### src/common/sysopt_pkg.sv
// Purpose: shared constants and carriers for the system option block
// Assumes: 8-bit registers, one per 32-bit wishbone word
// Notes:   period table holds terminal counts, one less than the period
package sysopt_pkg;

  localparam int ADR_W = 8;
  localparam int CNT_W = 16;

  // register byte addresses
  localparam logic [ADR_W-1:0] OFF_OPT_ONE   = 8'h00;
  localparam logic [ADR_W-1:0] OFF_OPT_TWO   = 8'h04;
  localparam logic [ADR_W-1:0] OFF_ID_HIGH   = 8'h08;
  localparam logic [ADR_W-1:0] OFF_ID_LOW    = 8'h0C;
  localparam logic [ADR_W-1:0] OFF_WAKE_CTRL = 8'h10;

  // system_options_one layout and reset
  localparam int OPT1_WDOG_EN    = 7;
  localparam int OPT1_WDOG_LONG  = 6;
  localparam int OPT1_STOP_OK    = 5;
  localparam int OPT1_SPARE      = 4;
  localparam int OPT1_DBG_PIN    = 1;
  localparam int OPT1_RST_PIN    = 0;
  localparam logic [7:0] OPT1_RESET = 8'hD2;
  localparam logic [7:0] OPT1_MASK  = 8'hF3;

  // system_options_two layout and reset
  localparam int OPT2_WDOG_CLK = 7;
  localparam logic [7:0] OPT2_RESET = 8'h00;
  localparam logic [7:0] OPT2_MASK  = 8'h80;

  // wakeup_timer_ctrl_status layout and reset
  localparam int WAKE_FLAG   = 7;
  localparam int WAKE_ACK    = 6;
  localparam int WAKE_CLKSEL = 5;
  localparam int WAKE_IRQEN  = 4;
  localparam logic [7:0] WAKE_RESET = 8'h00;
  localparam logic [7:0] WAKE_MASK  = 8'h37;

  // terminal counts per period code, slow 1 kHz base and 32 kHz base
  localparam logic [CNT_W-1:0] TERM_SLOW [8] = '{16'h0000, 16'h0007,
    16'h001F, 16'h003F, 16'h007F, 16'h00FF, 16'h01FF, 16'h03FF};
  localparam logic [CNT_W-1:0] TERM_FAST [8] = '{16'h0000, 16'h00FF,
    16'h03FF, 16'h07FF, 16'h0FFF, 16'h1FFF, 16'h3FFF, 16'h7FFF};

  typedef struct packed {
    logic             cyc;
    logic             stb;
    logic             we;
    logic [ADR_W-1:0] adr;
    logic [3:0]       sel;
    logic [31:0]      dat;
  } wb_req_t;

  typedef struct packed {
    logic watchdogEnable;
    logic watchdogLongTimeout;
    logic watchdogClockSelect;
    logic stopPermit;
    logic debugPinEnable;
    logic resetPinEnable;
  } sysopt_t;

endpackage

### src/logic/wakeup_counter.sv
// Purpose: periodic wakeup period counter driven by a tick enable
// Assumes: tick is a one-cycle enable from the chosen time base
// Notes:   any change of period or base restarts the count
`timescale 1ns/10ps
`default_nettype none
module wakeup_counter
  import sysopt_pkg::*;
(
  input  wire logic       clk,
  input  wire logic       rst,
  input  wire logic       tick,
  input  wire logic       fastBase,
  input  wire logic [2:0] periodSel,
  output logic            timeout
);

  logic [CNT_W-1:0] count_r, count_nxt;
  logic [CNT_W-1:0] term;
  logic [3:0]       cfg_r, cfg_nxt;
  logic             timeout_r, timeout_nxt;

  // restart on config change so a new period starts cleanly
  always_comb begin
    term        = fastBase ? TERM_FAST[periodSel] : TERM_SLOW[periodSel];
    cfg_nxt     = {fastBase, periodSel};
    count_nxt   = count_r;
    timeout_nxt = 1'b0;
    if (periodSel == 3'h0 || cfg_r != cfg_nxt) begin
      count_nxt = '0;
    end else if (tick) begin
      if (count_r >= term) begin
        count_nxt   = '0;
        timeout_nxt = 1'b1;
      end else begin
        count_nxt = count_r + 16'h0001;
      end
    end
  end

  always_ff @(posedge clk) begin
    if (rst) begin
      count_r   <= '0;
      cfg_r     <= 4'h0;
      timeout_r <= 1'b0;
    end else begin
      count_r   <= count_nxt;
      cfg_r     <= cfg_nxt;
      timeout_r <= timeout_nxt;
    end
  end

  assign timeout = timeout_r;

endmodule
`default_nettype wire

### src/logic/system_option_id_regs.sv
// Purpose: write-once system options, part identity, wakeup control
// Assumes: classic wishbone slave, 32-bit data, byte lane 0 used
// Notes:   powerOnReset qualifies rst; pads are synchronised here
//
// Contract
// first system options register takes only first write per reset
// init software writes first options register once after reset
// reserved bit 4 stores written value yet steers nothing
// bit 7 zero disables watchdog, one enables timeout reset
// bit 6 picks short or long watchdog timeout
// bit 5 permits stop; else stop forces illegal-opcode reset
// bit 1 gives shared pin debug function, else output/timer
// debug pin enable returns to one after every reset
// bit 0 makes shared pin reset input, else input-only functions
// pull-up on reset pin follows reset pin enable
// reset pin enable cleared only by power-on reset; here the first write after a system reset can also clear it
// second register bit 7 selects watchdog clock, written once
// second options register takes only first write per reset
// high identity upper nibble is hard-wired silicon revision
// 12-bit part number split over high and low identity
// wakeup register resets to zero with fixed bit layout
// timeout flag read-only, set on timeout, interrupts when enabled
// writing one to acknowledge clears flag, reads as zero
// clock select picks 1 kHz or 32 kHz wakeup base
// period code zero disables, others select the period
// each write-once register has its own independent lock
`timescale 1ns/10ps
`default_nettype none
module system_option_id_regs
  import sysopt_pkg::*;
#(
  parameter logic [3:0]  REVISION    = 4'h3,   // arbitrary value
  parameter logic [11:0] PART_NUMBER = 12'h0A5 // arbitrary value
)(
  input  wire logic            clk,
  input  wire logic            rst,
  input  wire logic            powerOnReset,
  input  wire sysopt_pkg::wb_req_t wbReq,
  output logic [31:0]          wbDatOut,
  output logic                 wbAck,
  output sysopt_pkg::sysopt_t  options,
  input  wire logic            stopRequest,
  output logic                 stopEnter,
  output logic                 illegalOpReset,
  input  wire logic            slowTickPin,
  input  wire logic            fastTickPin,
  output logic                 wakeupIrq,
  input  wire logic            debugDrive,
  input  wire logic            debugOut,
  input  wire logic            portOutBitFour,
  input  wire logic            timerTwoChanOutput,
  input  wire logic            timerTwoOutEnable,
  input  wire logic            debugModePinIn,
  output logic                 debugModePinOut,
  output logic                 debugModePinOeN,
  output logic                 debugIn,
  input  wire logic            resetSharedPin,
  output logic                 resetPullupEnable,
  output logic                 externalResetReq,
  output logic                 portInBitFive,
  output logic                 timerTwoChanInput,
  output logic                 irqPinLevel
);

  // register state
  logic [7:0]  opt1_r, opt1_nxt;
  logic [7:0]  opt2_r, opt2_nxt;
  logic [7:0]  wake_r, wake_nxt;
  logic        lock1_r, lock1_nxt;
  logic        lock2_r, lock2_nxt;
  logic        ack_r, ack_nxt;
  logic [31:0] dat_r, dat_nxt;
  logic [7:0]  readByte;
  logic        reqLive, wrCommit;
  logic        wrOpt1, wrOpt2, wrWake;
  logic        wakeTimeout;

  // pad synchronisers; stage one feeds stage two only
  logic [3:0] sync1_r, sync2_r;
  logic       slowPrev_r, fastPrev_r;
  logic       slowTick, fastTick;

  // event and pad outputs
  logic stopEnter_r, stopEnter_nxt;
  logic illegal_r, illegal_nxt;
  logic padOut_r, padOut_nxt;
  logic padOeN_r, padOeN_nxt;

  // bus decode; writes commit on the edge that the master sees ack
  always_comb begin
    reqLive  = wbReq.cyc && wbReq.stb;
    wrCommit = reqLive && wbReq.we && ack_r && wbReq.sel[0];
    wrOpt1   = wrCommit && wbReq.adr == OFF_OPT_ONE;
    wrOpt2   = wrCommit && wbReq.adr == OFF_OPT_TWO;
    wrWake   = wrCommit && wbReq.adr == OFF_WAKE_CTRL;
    unique case (wbReq.adr)
      OFF_OPT_ONE:   readByte = opt1_r & OPT1_MASK;
      OFF_OPT_TWO:   readByte = opt2_r & OPT2_MASK;
      OFF_ID_HIGH:   readByte = {REVISION, PART_NUMBER[11:8]};
      OFF_ID_LOW:    readByte = PART_NUMBER[7:0];
      OFF_WAKE_CTRL: readByte = wake_r;
      default:       readByte = 8'h00; // unmapped reads zero
    endcase
    ack_nxt = reqLive && !ack_r;
    dat_nxt = (reqLive && !ack_r) ? {24'h000000, readByte} : dat_r;
  end

  // option registers and their independent locks
  always_comb begin
    opt1_nxt  = opt1_r;
    opt2_nxt  = opt2_r;
    lock1_nxt = lock1_r;
    lock2_nxt = lock2_r;
    if (wrOpt1 && !lock1_r) begin
      opt1_nxt  = wbReq.dat[7:0] & OPT1_MASK;
      lock1_nxt = 1'b1;
    end
    if (wrOpt2 && !lock2_r) begin
      opt2_nxt  = wbReq.dat[7:0] & OPT2_MASK;
      lock2_nxt = 1'b1;
    end
  end

  // wakeup flag: a timeout in the ack cycle keeps the flag set
  always_comb begin
    wake_nxt = wake_r;
    if (wrWake) begin
      wake_nxt[5:0] = wbReq.dat[5:0] & WAKE_MASK[5:0];
      if (wbReq.dat[WAKE_ACK]) begin
        wake_nxt[WAKE_FLAG] = 1'b0;
      end
    end
    if (wakeTimeout) begin
      wake_nxt[WAKE_FLAG] = 1'b1;
    end
  end

  // system reset keeps the reset pin bit unless power-on
  always_ff @(posedge clk) begin
    if (rst) begin
      opt1_r[7:1] <= OPT1_RESET[7:1];
      if (powerOnReset) begin
        opt1_r[OPT1_RST_PIN] <= 1'b0;
      end
      opt2_r  <= OPT2_RESET;
      wake_r  <= WAKE_RESET;
      lock1_r <= 1'b0;
      lock2_r <= 1'b0;
      ack_r   <= 1'b0;
      dat_r   <= 32'h00000000;
    end else begin
      opt1_r  <= opt1_nxt;
      opt2_r  <= opt2_nxt;
      wake_r  <= wake_nxt;
      lock1_r <= lock1_nxt;
      lock2_r <= lock2_nxt;
      ack_r   <= ack_nxt;
      dat_r   <= dat_nxt;
    end
  end

  // pads and tick pins cross in through two flops
  always_ff @(posedge clk) begin
    if (rst) begin
      sync1_r    <= 4'h0;
      sync2_r    <= 4'h0;
      slowPrev_r <= 1'b0;
      fastPrev_r <= 1'b0;
    end else begin
      sync1_r    <= {fastTickPin, slowTickPin, resetSharedPin,
                     debugModePinIn};
      sync2_r    <= sync1_r;
      slowPrev_r <= sync2_r[2];
      fastPrev_r <= sync2_r[3];
    end
  end

  assign slowTick = sync2_r[2] && !slowPrev_r;
  assign fastTick = sync2_r[3] && !fastPrev_r;

  wakeup_counter u_wakeup (
    .clk       (clk),
    .rst       (rst),
    .tick      (wake_r[WAKE_CLKSEL] ? fastTick : slowTick),
    .fastBase  (wake_r[WAKE_CLKSEL]),
    .periodSel (wake_r[2:0]),
    .timeout   (wakeTimeout)
  );

  // stop gate and output pad mux; bit 4 is consulted only by the register read-back
  always_comb begin
    stopEnter_nxt = stopRequest && opt1_r[OPT1_STOP_OK];
    illegal_nxt   = stopRequest && !opt1_r[OPT1_STOP_OK];
    if (opt1_r[OPT1_DBG_PIN]) begin
      padOut_nxt = debugOut;
      padOeN_nxt = !debugDrive;
    end else begin
      padOut_nxt = timerTwoOutEnable ? timerTwoChanOutput
                                     : portOutBitFour;
      padOeN_nxt = 1'b0;
    end
  end

  always_ff @(posedge clk) begin
    if (rst) begin
      stopEnter_r <= 1'b0;
      illegal_r   <= 1'b0;
      padOut_r    <= 1'b0;
      padOeN_r    <= 1'b1;
    end else begin
      stopEnter_r <= stopEnter_nxt;
      illegal_r   <= illegal_nxt;
      padOut_r    <= padOut_nxt;
      padOeN_r    <= padOeN_nxt;
    end
  end

  // outputs
  assign wbAck                       = ack_r;
  assign wbDatOut                    = dat_r;
  // one driver for the whole carrier; field-wise drivers upset strict tools
  assign options = '{
    watchdogEnable:      opt1_r[OPT1_WDOG_EN],
    watchdogLongTimeout: opt1_r[OPT1_WDOG_LONG],
    watchdogClockSelect: opt2_r[OPT2_WDOG_CLK],
    stopPermit:          opt1_r[OPT1_STOP_OK],
    debugPinEnable:      opt1_r[OPT1_DBG_PIN],
    resetPinEnable:      opt1_r[OPT1_RST_PIN]
  };
  assign stopEnter                   = stopEnter_r;
  assign illegalOpReset              = illegal_r;
  assign wakeupIrq = wake_r[WAKE_FLAG] && wake_r[WAKE_IRQEN];
  assign debugModePinOut   = padOut_r;
  assign debugModePinOeN   = padOeN_r;
  assign debugIn           = opt1_r[OPT1_DBG_PIN] && sync2_r[0];
  assign resetPullupEnable = opt1_r[OPT1_RST_PIN];
  assign externalResetReq  = opt1_r[OPT1_RST_PIN] && !sync2_r[1];
  assign portInBitFive     = !opt1_r[OPT1_RST_PIN] && sync2_r[1];
  assign timerTwoChanInput = !opt1_r[OPT1_RST_PIN] && sync2_r[1];
  assign irqPinLevel       = !opt1_r[OPT1_RST_PIN] && sync2_r[1];

  // checks
  lock_one_a: assert property (@(posedge clk) disable iff (rst)
    lock1_r && wrOpt1 |=> $stable(opt1_r))
    else $error("first options register changed after lock");
  lock_two_a: assert property (@(posedge clk) disable iff (rst)
    lock2_r && wrOpt2 |=> $stable(opt2_r))
    else $error("second options register changed after lock");
  spare_store_a: assert property (@(posedge clk) disable iff (rst)
    !lock1_r && wrOpt1 |=> opt1_r[OPT1_SPARE] == $past(wbReq.dat[4]))
    else $error("spare bit not stored on first write");
  wdog_take_a: assert property (@(posedge clk) disable iff (rst)
    !lock1_r && wrOpt1 |=> options.watchdogEnable == $past(wbReq.dat[7]))
    else $error("watchdog enable not taken from first write");
  stop_gate_a: assert property (@(posedge clk) disable iff (rst)
    stopRequest && !options.stopPermit |=> illegalOpReset && !stopEnter)
    else $error("stop not refused while stop forbidden");
  dbg_reset_a: assert property (@(posedge clk)
    rst |=> options.debugPinEnable && !lock1_r)
    else $error("debug pin enable not restored by reset");
  rstpin_keep_a: assert property (@(posedge clk)
    rst && !powerOnReset |=> options.resetPinEnable == $past(opt1_r[0]))
    else $error("reset pin enable lost on system reset");
  rstpin_por_a: assert property (@(posedge clk)
    rst && powerOnReset |=> !options.resetPinEnable && !resetPullupEnable)
    else $error("power-on reset left reset pin enabled");
  flag_set_a: assert property (@(posedge clk) disable iff (rst)
    wakeTimeout |=> wake_r[WAKE_FLAG])
    else $error("timeout did not set wakeup flag");
  flag_clear_a: assert property (@(posedge clk) disable iff (rst)
    wrWake && wbReq.dat[6] && !wakeTimeout |=> !wake_r[WAKE_FLAG])
    else $error("acknowledge did not clear wakeup flag");
  bus_ack_a: assert property (@(posedge clk) disable iff (rst)
    reqLive && !ack_r |=> ack_r ##1 !ack_r)
    else $error("ack not a single cycle one edge after request");
  port_drive_a: assert property (@(posedge clk) disable iff (rst)
    !options.debugPinEnable |=> !debugModePinOeN)
    else $error("output pad not driven in port function");
  wake_off_a: assert property (@(posedge clk) disable iff (rst)
    wake_r[2:0] == 3'h0 |=> !wakeTimeout)
    else $error("wakeup timeout with period code zero");
  lock_apart_a: assert property (@(posedge clk) disable iff (rst)
    !lock2_r && wrOpt2 |=> lock2_r && $stable(lock1_r))
    else $error("second lock not independent of first");

  first_write_c: cover property (@(posedge clk) disable iff (rst)
    wrOpt1 && !lock1_r ##[1:40] wrOpt1);
  wake_irq_c: cover property (@(posedge clk) disable iff (rst)
    wakeupIrq ##[1:40] !wake_r[WAKE_FLAG]);
  illegal_stop_c: cover property (@(posedge clk) disable iff (rst)
    illegalOpReset);
  fast_wake_c: cover property (@(posedge clk) disable iff (rst)
    wakeTimeout && wake_r[WAKE_CLKSEL]);
  soft_keep_c: cover property (@(posedge clk)
    rst && !powerOnReset && opt1_r[OPT1_RST_PIN]);

endmodule
`default_nettype wire

### config.mk
export PLATFORM = sky130hd
export DESIGN_NAME = system_option_id_regs
export DESIGN_NICKNAME = d
export VERILOG_FILES = /design/src/common/sysopt_pkg.sv /design/src/logic/wakeup_counter.sv /design/src/logic/system_option_id_regs.sv
export SDC_FILE = /design/constraint.sdc
export NUM_CORES = 1
export LEC_CHECK = 0
export BUFFER_PORTS_ARGS = -buffer_cell sky130_fd_sc_hd__buf_2
export CELL_PAD_IN_SITES_DETAIL_PLACEMENT = 1
export CELL_PAD_IN_SITES_GLOBAL_PLACEMENT = 2
export CORE_AREA = 5 5 97 122
export DETAILED_ROUTE_END_ITERATION = 8
export DIE_AREA = 0 0 102 127
export GPL_ROUTABILITY_DRIVEN = 0
export PLACE_DENSITY = 0.94
export SLEW_MARGIN = 25
export SYNTH_ARGS = -nofsm -noshare
export SYNTH_HDL_FRONTEND = slang
export SYNTH_SLANG_ARGS = --single-unit
export TNS_END_PERCENT = 5
### constraint.sdc
create_clock -name clk -period 3.85 [get_ports clk]
set_input_delay 0.77 -clock clk [delete_from_list [all_inputs] [get_ports clk]]
set_output_delay 0.77 -clock clk [all_outputs]
set_load 0.01 [all_outputs]
# Word-level counts from Yosys, hierarchy flattened
# Memory sizes are Yosys's and may differ from the RTL's.
# Cells that the tools add are included.
dict set report op_classes {
  bitwise_logic 2
  magnitude_cmp 2
  eq_ne 6
  addsub 1
  reduce_logical 37
  shifts 0
  n_mul 0
  n_div 0
  n_mux 18
}
# operator count
set ops {}
lappend ops {{two-way mux 16 bit} 6}
lappend ops {{one-hot mux 8 bit (5 select lines)} 1}
lappend ops {{logical AND 1 bit} 18}
lappend ops {{adder 16 x 1 -> 16 bit (second input constant)} 1}
lappend ops {{== test 8 x 4 -> 1 bit (second input constant)} 2}
lappend ops {{greater-or-equal comparator 16 bit} 1}
lappend ops {{two-way mux 1 bit} 11}
lappend ops {{zero test 1 bit} 9}
lappend ops {{== test 8 x 3 -> 1 bit (second input constant)} 1}
lappend ops {{== test 8 x 5 -> 1 bit (second input constant)} 1}
lappend ops {{zero test 8 bit} 1}
lappend ops {{nonzero test 2 bit} 3}
lappend ops {{greater-or-equal comparator 4 bit (second input constant)} 1}
lappend ops {{!= test 4 bit} 1}
lappend ops {{NOT 3 -> 4 bit} 1}
lappend ops {{AND reduction 2 bit} 2}
lappend ops {{zero test 3 bit} 1}
lappend ops {{OR reduction 3 bit} 1}
lappend ops {{!= test 2 x 1 -> 1 bit (second input constant)} 1}
lappend ops {{OR reduction 2 bit} 1}
lappend ops {{logical OR 1 bit} 1}
lappend ops {{NOT 1 bit} 1}
dict set report totals {
  inputBits 60
  rom_bits 256
  reg_bits 59
  memories 2
  out_inout_bits 50
  ramBits 0
  elab_cells 88
  latch_bits 0
}
# name depth word_bits rd rd_ports_with_merged_regs write_ports line_no
set memory_table {}
lappend memory_table {{(name not given)} 8 16 1 0 0 wakeup_counter.sv:24} ;# term = fastBase ? TERM_FAST[periodSel] : TERM_SLOW[periodSel];
lappend memory_table {{(name not given)} 8 16 1 0 0 wakeup_counter.sv:24}

# Depth between registers and ports, before layout
dict set report logic_depth {
  word_depth 8
  depth_mapped 12
  ltp_nobuf 9
}

# Cells and area by module
# A second synthesis with hierarchy kept.
dict set report unflattened {
  cells_unflattened 353
  area_unflattened_um2 3165.5
}
# module n_inst seq_area_each_um2 cells_each area_each_um2
set modules_own_cells {}
lappend modules_own_cells {system_option_id_regs 1 750.7 201 1761.7}
lappend modules_own_cells {wakeup_counter 1 420.4 152 1403.8}

# Least setup slack after synthesis
# OpenSTA, ideal clock, no wires.
dict set report synth_timing {
  kind {reg2reg}
  startpoint {register wake_r[1]}
  endpoint {register u_wakeup.count_r[10]}
  required_ns 3.772
  arrival_time_ns 2.223
  n_path_buf 1
  slack_ns 1.549
  setup_ns 0.078
  period_less_slack_ns 2.301
  path_stages_with_launch 10
  cell_sequence {dfxtp_1 or3_1 ha_1 nand2b_1 a21o_1 maj3_1 o211ai_2 a21oi_2 buf_4 nor3_1}
}
dict set report synth_via {
  elab_chain_len 7
  elab_cells_between_ends 14
  cone_classes {order compare (1); eq/ne (1); mux (6); bitwise (1); reduce/logical (3); memory (2)}
}
# element line_no
set synth_lines {}
lappend synth_lines {{from (decl)} system_option_id_regs.sv:68} ;# logic [7:0] wake_r, wake_nxt;
lappend synth_lines {{from (signal assigned)} system_option_id_regs.sv:154} ;# wake_r <= wake_nxt;
lappend synth_lines {{NOT 3 -> 4 bit (not written as such)} wakeup_counter.sv:24}
lappend synth_lines {{memory (8 x 16 bit)} n/a}
lappend synth_lines {{two-way mux 16 bit (not written as such) (2 in a row)} wakeup_counter.sv:24}
lappend synth_lines {{two-way mux 16 bit} wakeup_counter.sv:24}
lappend synth_lines {{greater-or-equal comparator 16 bit} wakeup_counter.sv:31} ;# if (count_r >= term) begin
lappend synth_lines {{two-way mux 16 bit} wakeup_counter.sv:31}
lappend synth_lines {{to (signal assigned)} wakeup_counter.sv:46} ;# count_r <= count_nxt;
lappend synth_lines {{to (decl)} wakeup_counter.sv:17} ;# logic [CNT_W-1:0] count_r, count_nxt;
# Parallel ways exist; a longest one is shown, timed or not. The select of a mux whose other input is x is not followed.
# A chain may end at the register's enable or synchronous reset.

# Worst setup path after layout
dict set report layout_timing {
  startpoint {register wake_r[5]}
  endpoint {register u_wakeup.count_r[15]}
}
dict set report layout_via {
  elab_chain_len 3
  elab_cells_between_ends 7
  cone_classes {order compare (1); eq/ne (1); mux (3); reduce/logical (2)}
}
# element line_no
set layout_lines {}
lappend layout_lines {{two-way mux 16 bit or != test 4 bit (tied branches)} {wakeup_counter.sv:24, wakeup_counter.sv:28}}
lappend layout_lines {{greater-or-equal comparator 16 bit or logical OR 1 bit (tied branches)} {wakeup_counter.sv:31, wakeup_counter.sv:28}}
lappend layout_lines {{two-way mux 16 bit or OR reduction 2 bit (tied branches)} n/a}
# Parallel ways exist; a longest one is shown, timed or not.

==> results.yml <==
routing:
  wirelength_microns: 7380
  ant_nets: 0
  drt_first_pass_iters: 4
  drc: 0
  vias: 2468
  wl_per_cell_microns: 14.0
  drt_iter0_drc: 64
  vias_per_cell: 4.69
global_route:
  grt_start_max_net_pins: 45
  overflow: 0
  grt_pass1_vias: 2616
  grtUsageTotal_pct: 11.8
  antenna_found_initial: 0
  grt_pass1_wl_microns: 12200
sta:
  min_period_ns: 2.91
  rsz0062_at_grt: "false"
  finalSetupViolations: 0
  tightest_slew_ns: 0.747
  finalWorstSetupSlack_ns: 0.941
  final_max_slew_viol_count: 0
  relSlewSlack_pct: 50.2
  fin_worst_skew_ns: 0.00795
  hold_viol: 0
  fin_crit_sh_pct: 75.6
  max_freq_mhz: 344
  hold_ws_ns: 0.431
  final.setup.tns_ns: 0
clocking:
  cts.repair.resized: 0
  numCtsBuffers: 9
  clk_pin_slew_worst_paths_ns: 0.05
  h-tree-depth: 3
  clock_latency_ns: 0.32
  cts_tree: "yes"
  postCtsSetupRepairBufs: 0
  cts-root-buf: "clkbuf_16"
  clkSinkCount: 58
  clk_path_buf_depth: 2
  ctsHoldBuffers: 0
worst_setup_path:
  critPathArrivalTime_ns: 3.08
  worstPathMaxFanout: 14
  critPathCaptureType: "flop"
  start_kind: "flop"
  critPathRequiredTime_ns: 4.02
  worstSetupPathType: "flop to flop"
yosys:
  ys_warn_count: 0
  synthTopCellsByArea: "dfxtp_1 37%, buf_4 8.6%, ha_1 5.3%, nor2b_1 4.7%, nor2_1 3.9%"
  synth_top_area_cell: "dfxtp_1"
  ys_seq_elements: 58
  ys_types: 52
  ys_async_sr_fraction_pct: 0
  yosysSeqAreaShare_pct: 38.2
  avgSynthCellArea_sq_um: 8.86
  synth_edf_count: 1
  mappedNetlistArea_sq_um: 3070
  syn_inst: 346
  yosysTopAreaCellShare_pct: 37.2
  synthFlopType: "dfxtp_1"
floorplan:
  fp.dieW_microns: 102
  core_area_sq_um: 10500
  die_area_sq_um: 13000
  initial_core_util_pct: 29.3
  die_h_microns: 127
  rows: 42
  io_pins: 110
placement:
  io_buffers: 56
  place_ws_ns: 0.929
  dp_hpwl_microns: 5700
  place_area_sq_um: 3290
flow_run:
  maxCapViolCount: 0
pwr:
  pwr_density_cell_nw_per_um2: 406
  p_leak_nw: 1.52
  peakVddDrop_uv: 174
min_path:
  hp-class: "flop to flop"
final_layout:
  design_area_sq_um: 3580
  layout.nets: 462
  drive_gt1_share_pct: 21.1
  final_core_util_pct: 34.2
  area_growth_pct: 16.8
  antenna_cells: 0
run_status:
  status: "finished clean"
-- synth_stat cells, types with 2 or more instances --
library cell   n
a211oi_1       4
xnor2_1        6
a21oi_1       15
nand4_1        5
a211o_1        4
buf_2          3
nand2_1       18
or2_2          4
nor3_1        19
nand4b_1       2
nor3b_1        2
ha_1          13
maj3_1         2
dfxtp_1       57
a21o_1         5
clkbuf_1      11
o21ai_0        7
o31ai_1        2
and3_1         5
a22oi_1        5
mux2i_1       10
xor2_1        11
and2_1         4
inv_1          8
nor2_1        32
buf_4         35
nor2b_1       23
nand3_1       10
-- metal layers --
| metal | vias to the layer above | global-route usage, % | part of all wire, % |
|---|---|---|---|
| li1 | 1221 | - | - |
| met2 | 62 | 22.0 | 55 |
| met1 | 1172 | 12.2 | 37 |
| met4 | 0 | 5.02 | 2.2 |
| met5 | - | 0 | 0 |
| met3 | 13 | 3.16 | 5.5 |
-- registers in the layout, indices dropped and copies added, names as in the netlist --
name / flops
slowPrev_r: 1
sync1_r: 4
opt2_r: 1
lock2_r: 1
u_wakeup.count_r: 16
lock1_r: 1
wbAck: 1
illegalOpReset: 1
opt1_r: 6
stopEnter: 1
sync2_r: 4
u_wakeup.cfg_r: 4
fastPrev_r: 1
wbDatOut: 7
u_wakeup.timeout: 1
wake_r: 6
debugModePinOeN: 1
debugModePinOut: 1
-- path summary, 6_finish.rpt --
kind / start / end / slack, ns / depth (start not counted)
max: wake_r[5]$_SDFFE_PP0P_ / u_wakeup.count_r[15]$_SDFFE_PP0P_ / 0.94 / 8
min: sync1_r[3]$_SDFF_PP0_ / sync2_r[3]$_SDFF_PP0_ / 0.43 / 1
max reg2reg: wake_r[5]$_SDFFE_PP0P_ / u_wakeup.count_r[15]$_SDFFE_PP0P_ / 0.94 / 8
min reg2reg: sync1_r[3]$_SDFF_PP0_ / sync2_r[3]$_SDFF_PP0_ / 0.43 / 1
-- report_power, final --
| part | leakage (nW) | switching, mW | internal, mW |
|---|---|---|---|
| Combinational | 0.904 | 0.0453 | 0.0266 |
| Clock | 0.144 | 0.253 | 0.515 |
| Sequential | 0.471 | 0.00296 | 0.611 |
-- stage by stage --
step / std cells / total power [mW]
after floorplan: 370 / 0.688
after global placement: 510 / 0.696
after detailed placement: 510 / 0.698
after CTS: 526 / 1.48
after global routing: 526 / 1.52
final: 526 / 1.45
-- cell families (layout without fill, tap and decap cells) --
| family | count (synthesis) | count (layout) | share of synthesized area, % |
|---|---|---|---|
| compound gates | 52 | 52 | 11.8 |
| xor+xnor | 17 | 17 | 4.86 |
| fa+ha+maj | 15 | 15 | 5.96 |
| buf+inv | 57 | 81 | 11.4 |
| flops | 58 | 58 | 38.2 |
| mux | 10 | 10 | 3.27 |
| other cells | 1 | 25 | 0.122 |
| simple gates | 136 | 136 | 24.4 |
-- cells in the final DEF (no fill, tap or decap), types with 2 or more instances in the layout --
master / synthesis / final
a211o_1: 4 / 4
a211oi_1: 4 / 4
a21o_1: 5 / 5
a21oi_1: 15 / 15
a22oi_1: 5 / 5
and2_1: 4 / 4
and3_1: 5 / 5
buf_2: 3 / 56
clkbuf_1: 11 / 3
clkbuf_16: 0 / 9
clkinv_2: 0 / 2
conb_1: 1 / 25
dfxtp_1: 57 / 57
ha_1: 13 / 13
inv_1: 8 / 8
maj3_1: 2 / 2
mux2i_1: 10 / 10
nand2_1: 18 / 18
nand3_1: 10 / 10
nand4_1: 5 / 5
nand4b_1: 2 / 2
nor2_1: 32 / 32
nor2b_1: 23 / 23
nor3_1: 19 / 19
nor3b_1: 2 / 2
o21ai_0: 7 / 7
o31ai_1: 2 / 2
or2_2: 4 / 4
xnor2_1: 6 / 6
xor2_1: 11 / 11
-- cell type report --
cell class | count | area, sq um
Sequential cell | 58 | 1170
Timing Repair Buffer | 57 | 288
Fill cell | 1247 | 6880
Clock buffer | 13 | 250
Multi-Input combinational cell | 255 | 1640
Tap cell | 132 | 165
Inverter | 8 | 30.0
Clock inverter | 3 | 40.0
-- critical path, stage by stage, from the launching register on --
cell and delay, ns:
dfxtp_1 0.63, and2_1 0.35, o21ai_0 0.16, ha_1 0.31, nand3_1 0.09, nor3_1 0.30, o211ai_2 0.18, a21oi_2 0.56
nor3_1 0.16
(Power assumes the default switching activity.)
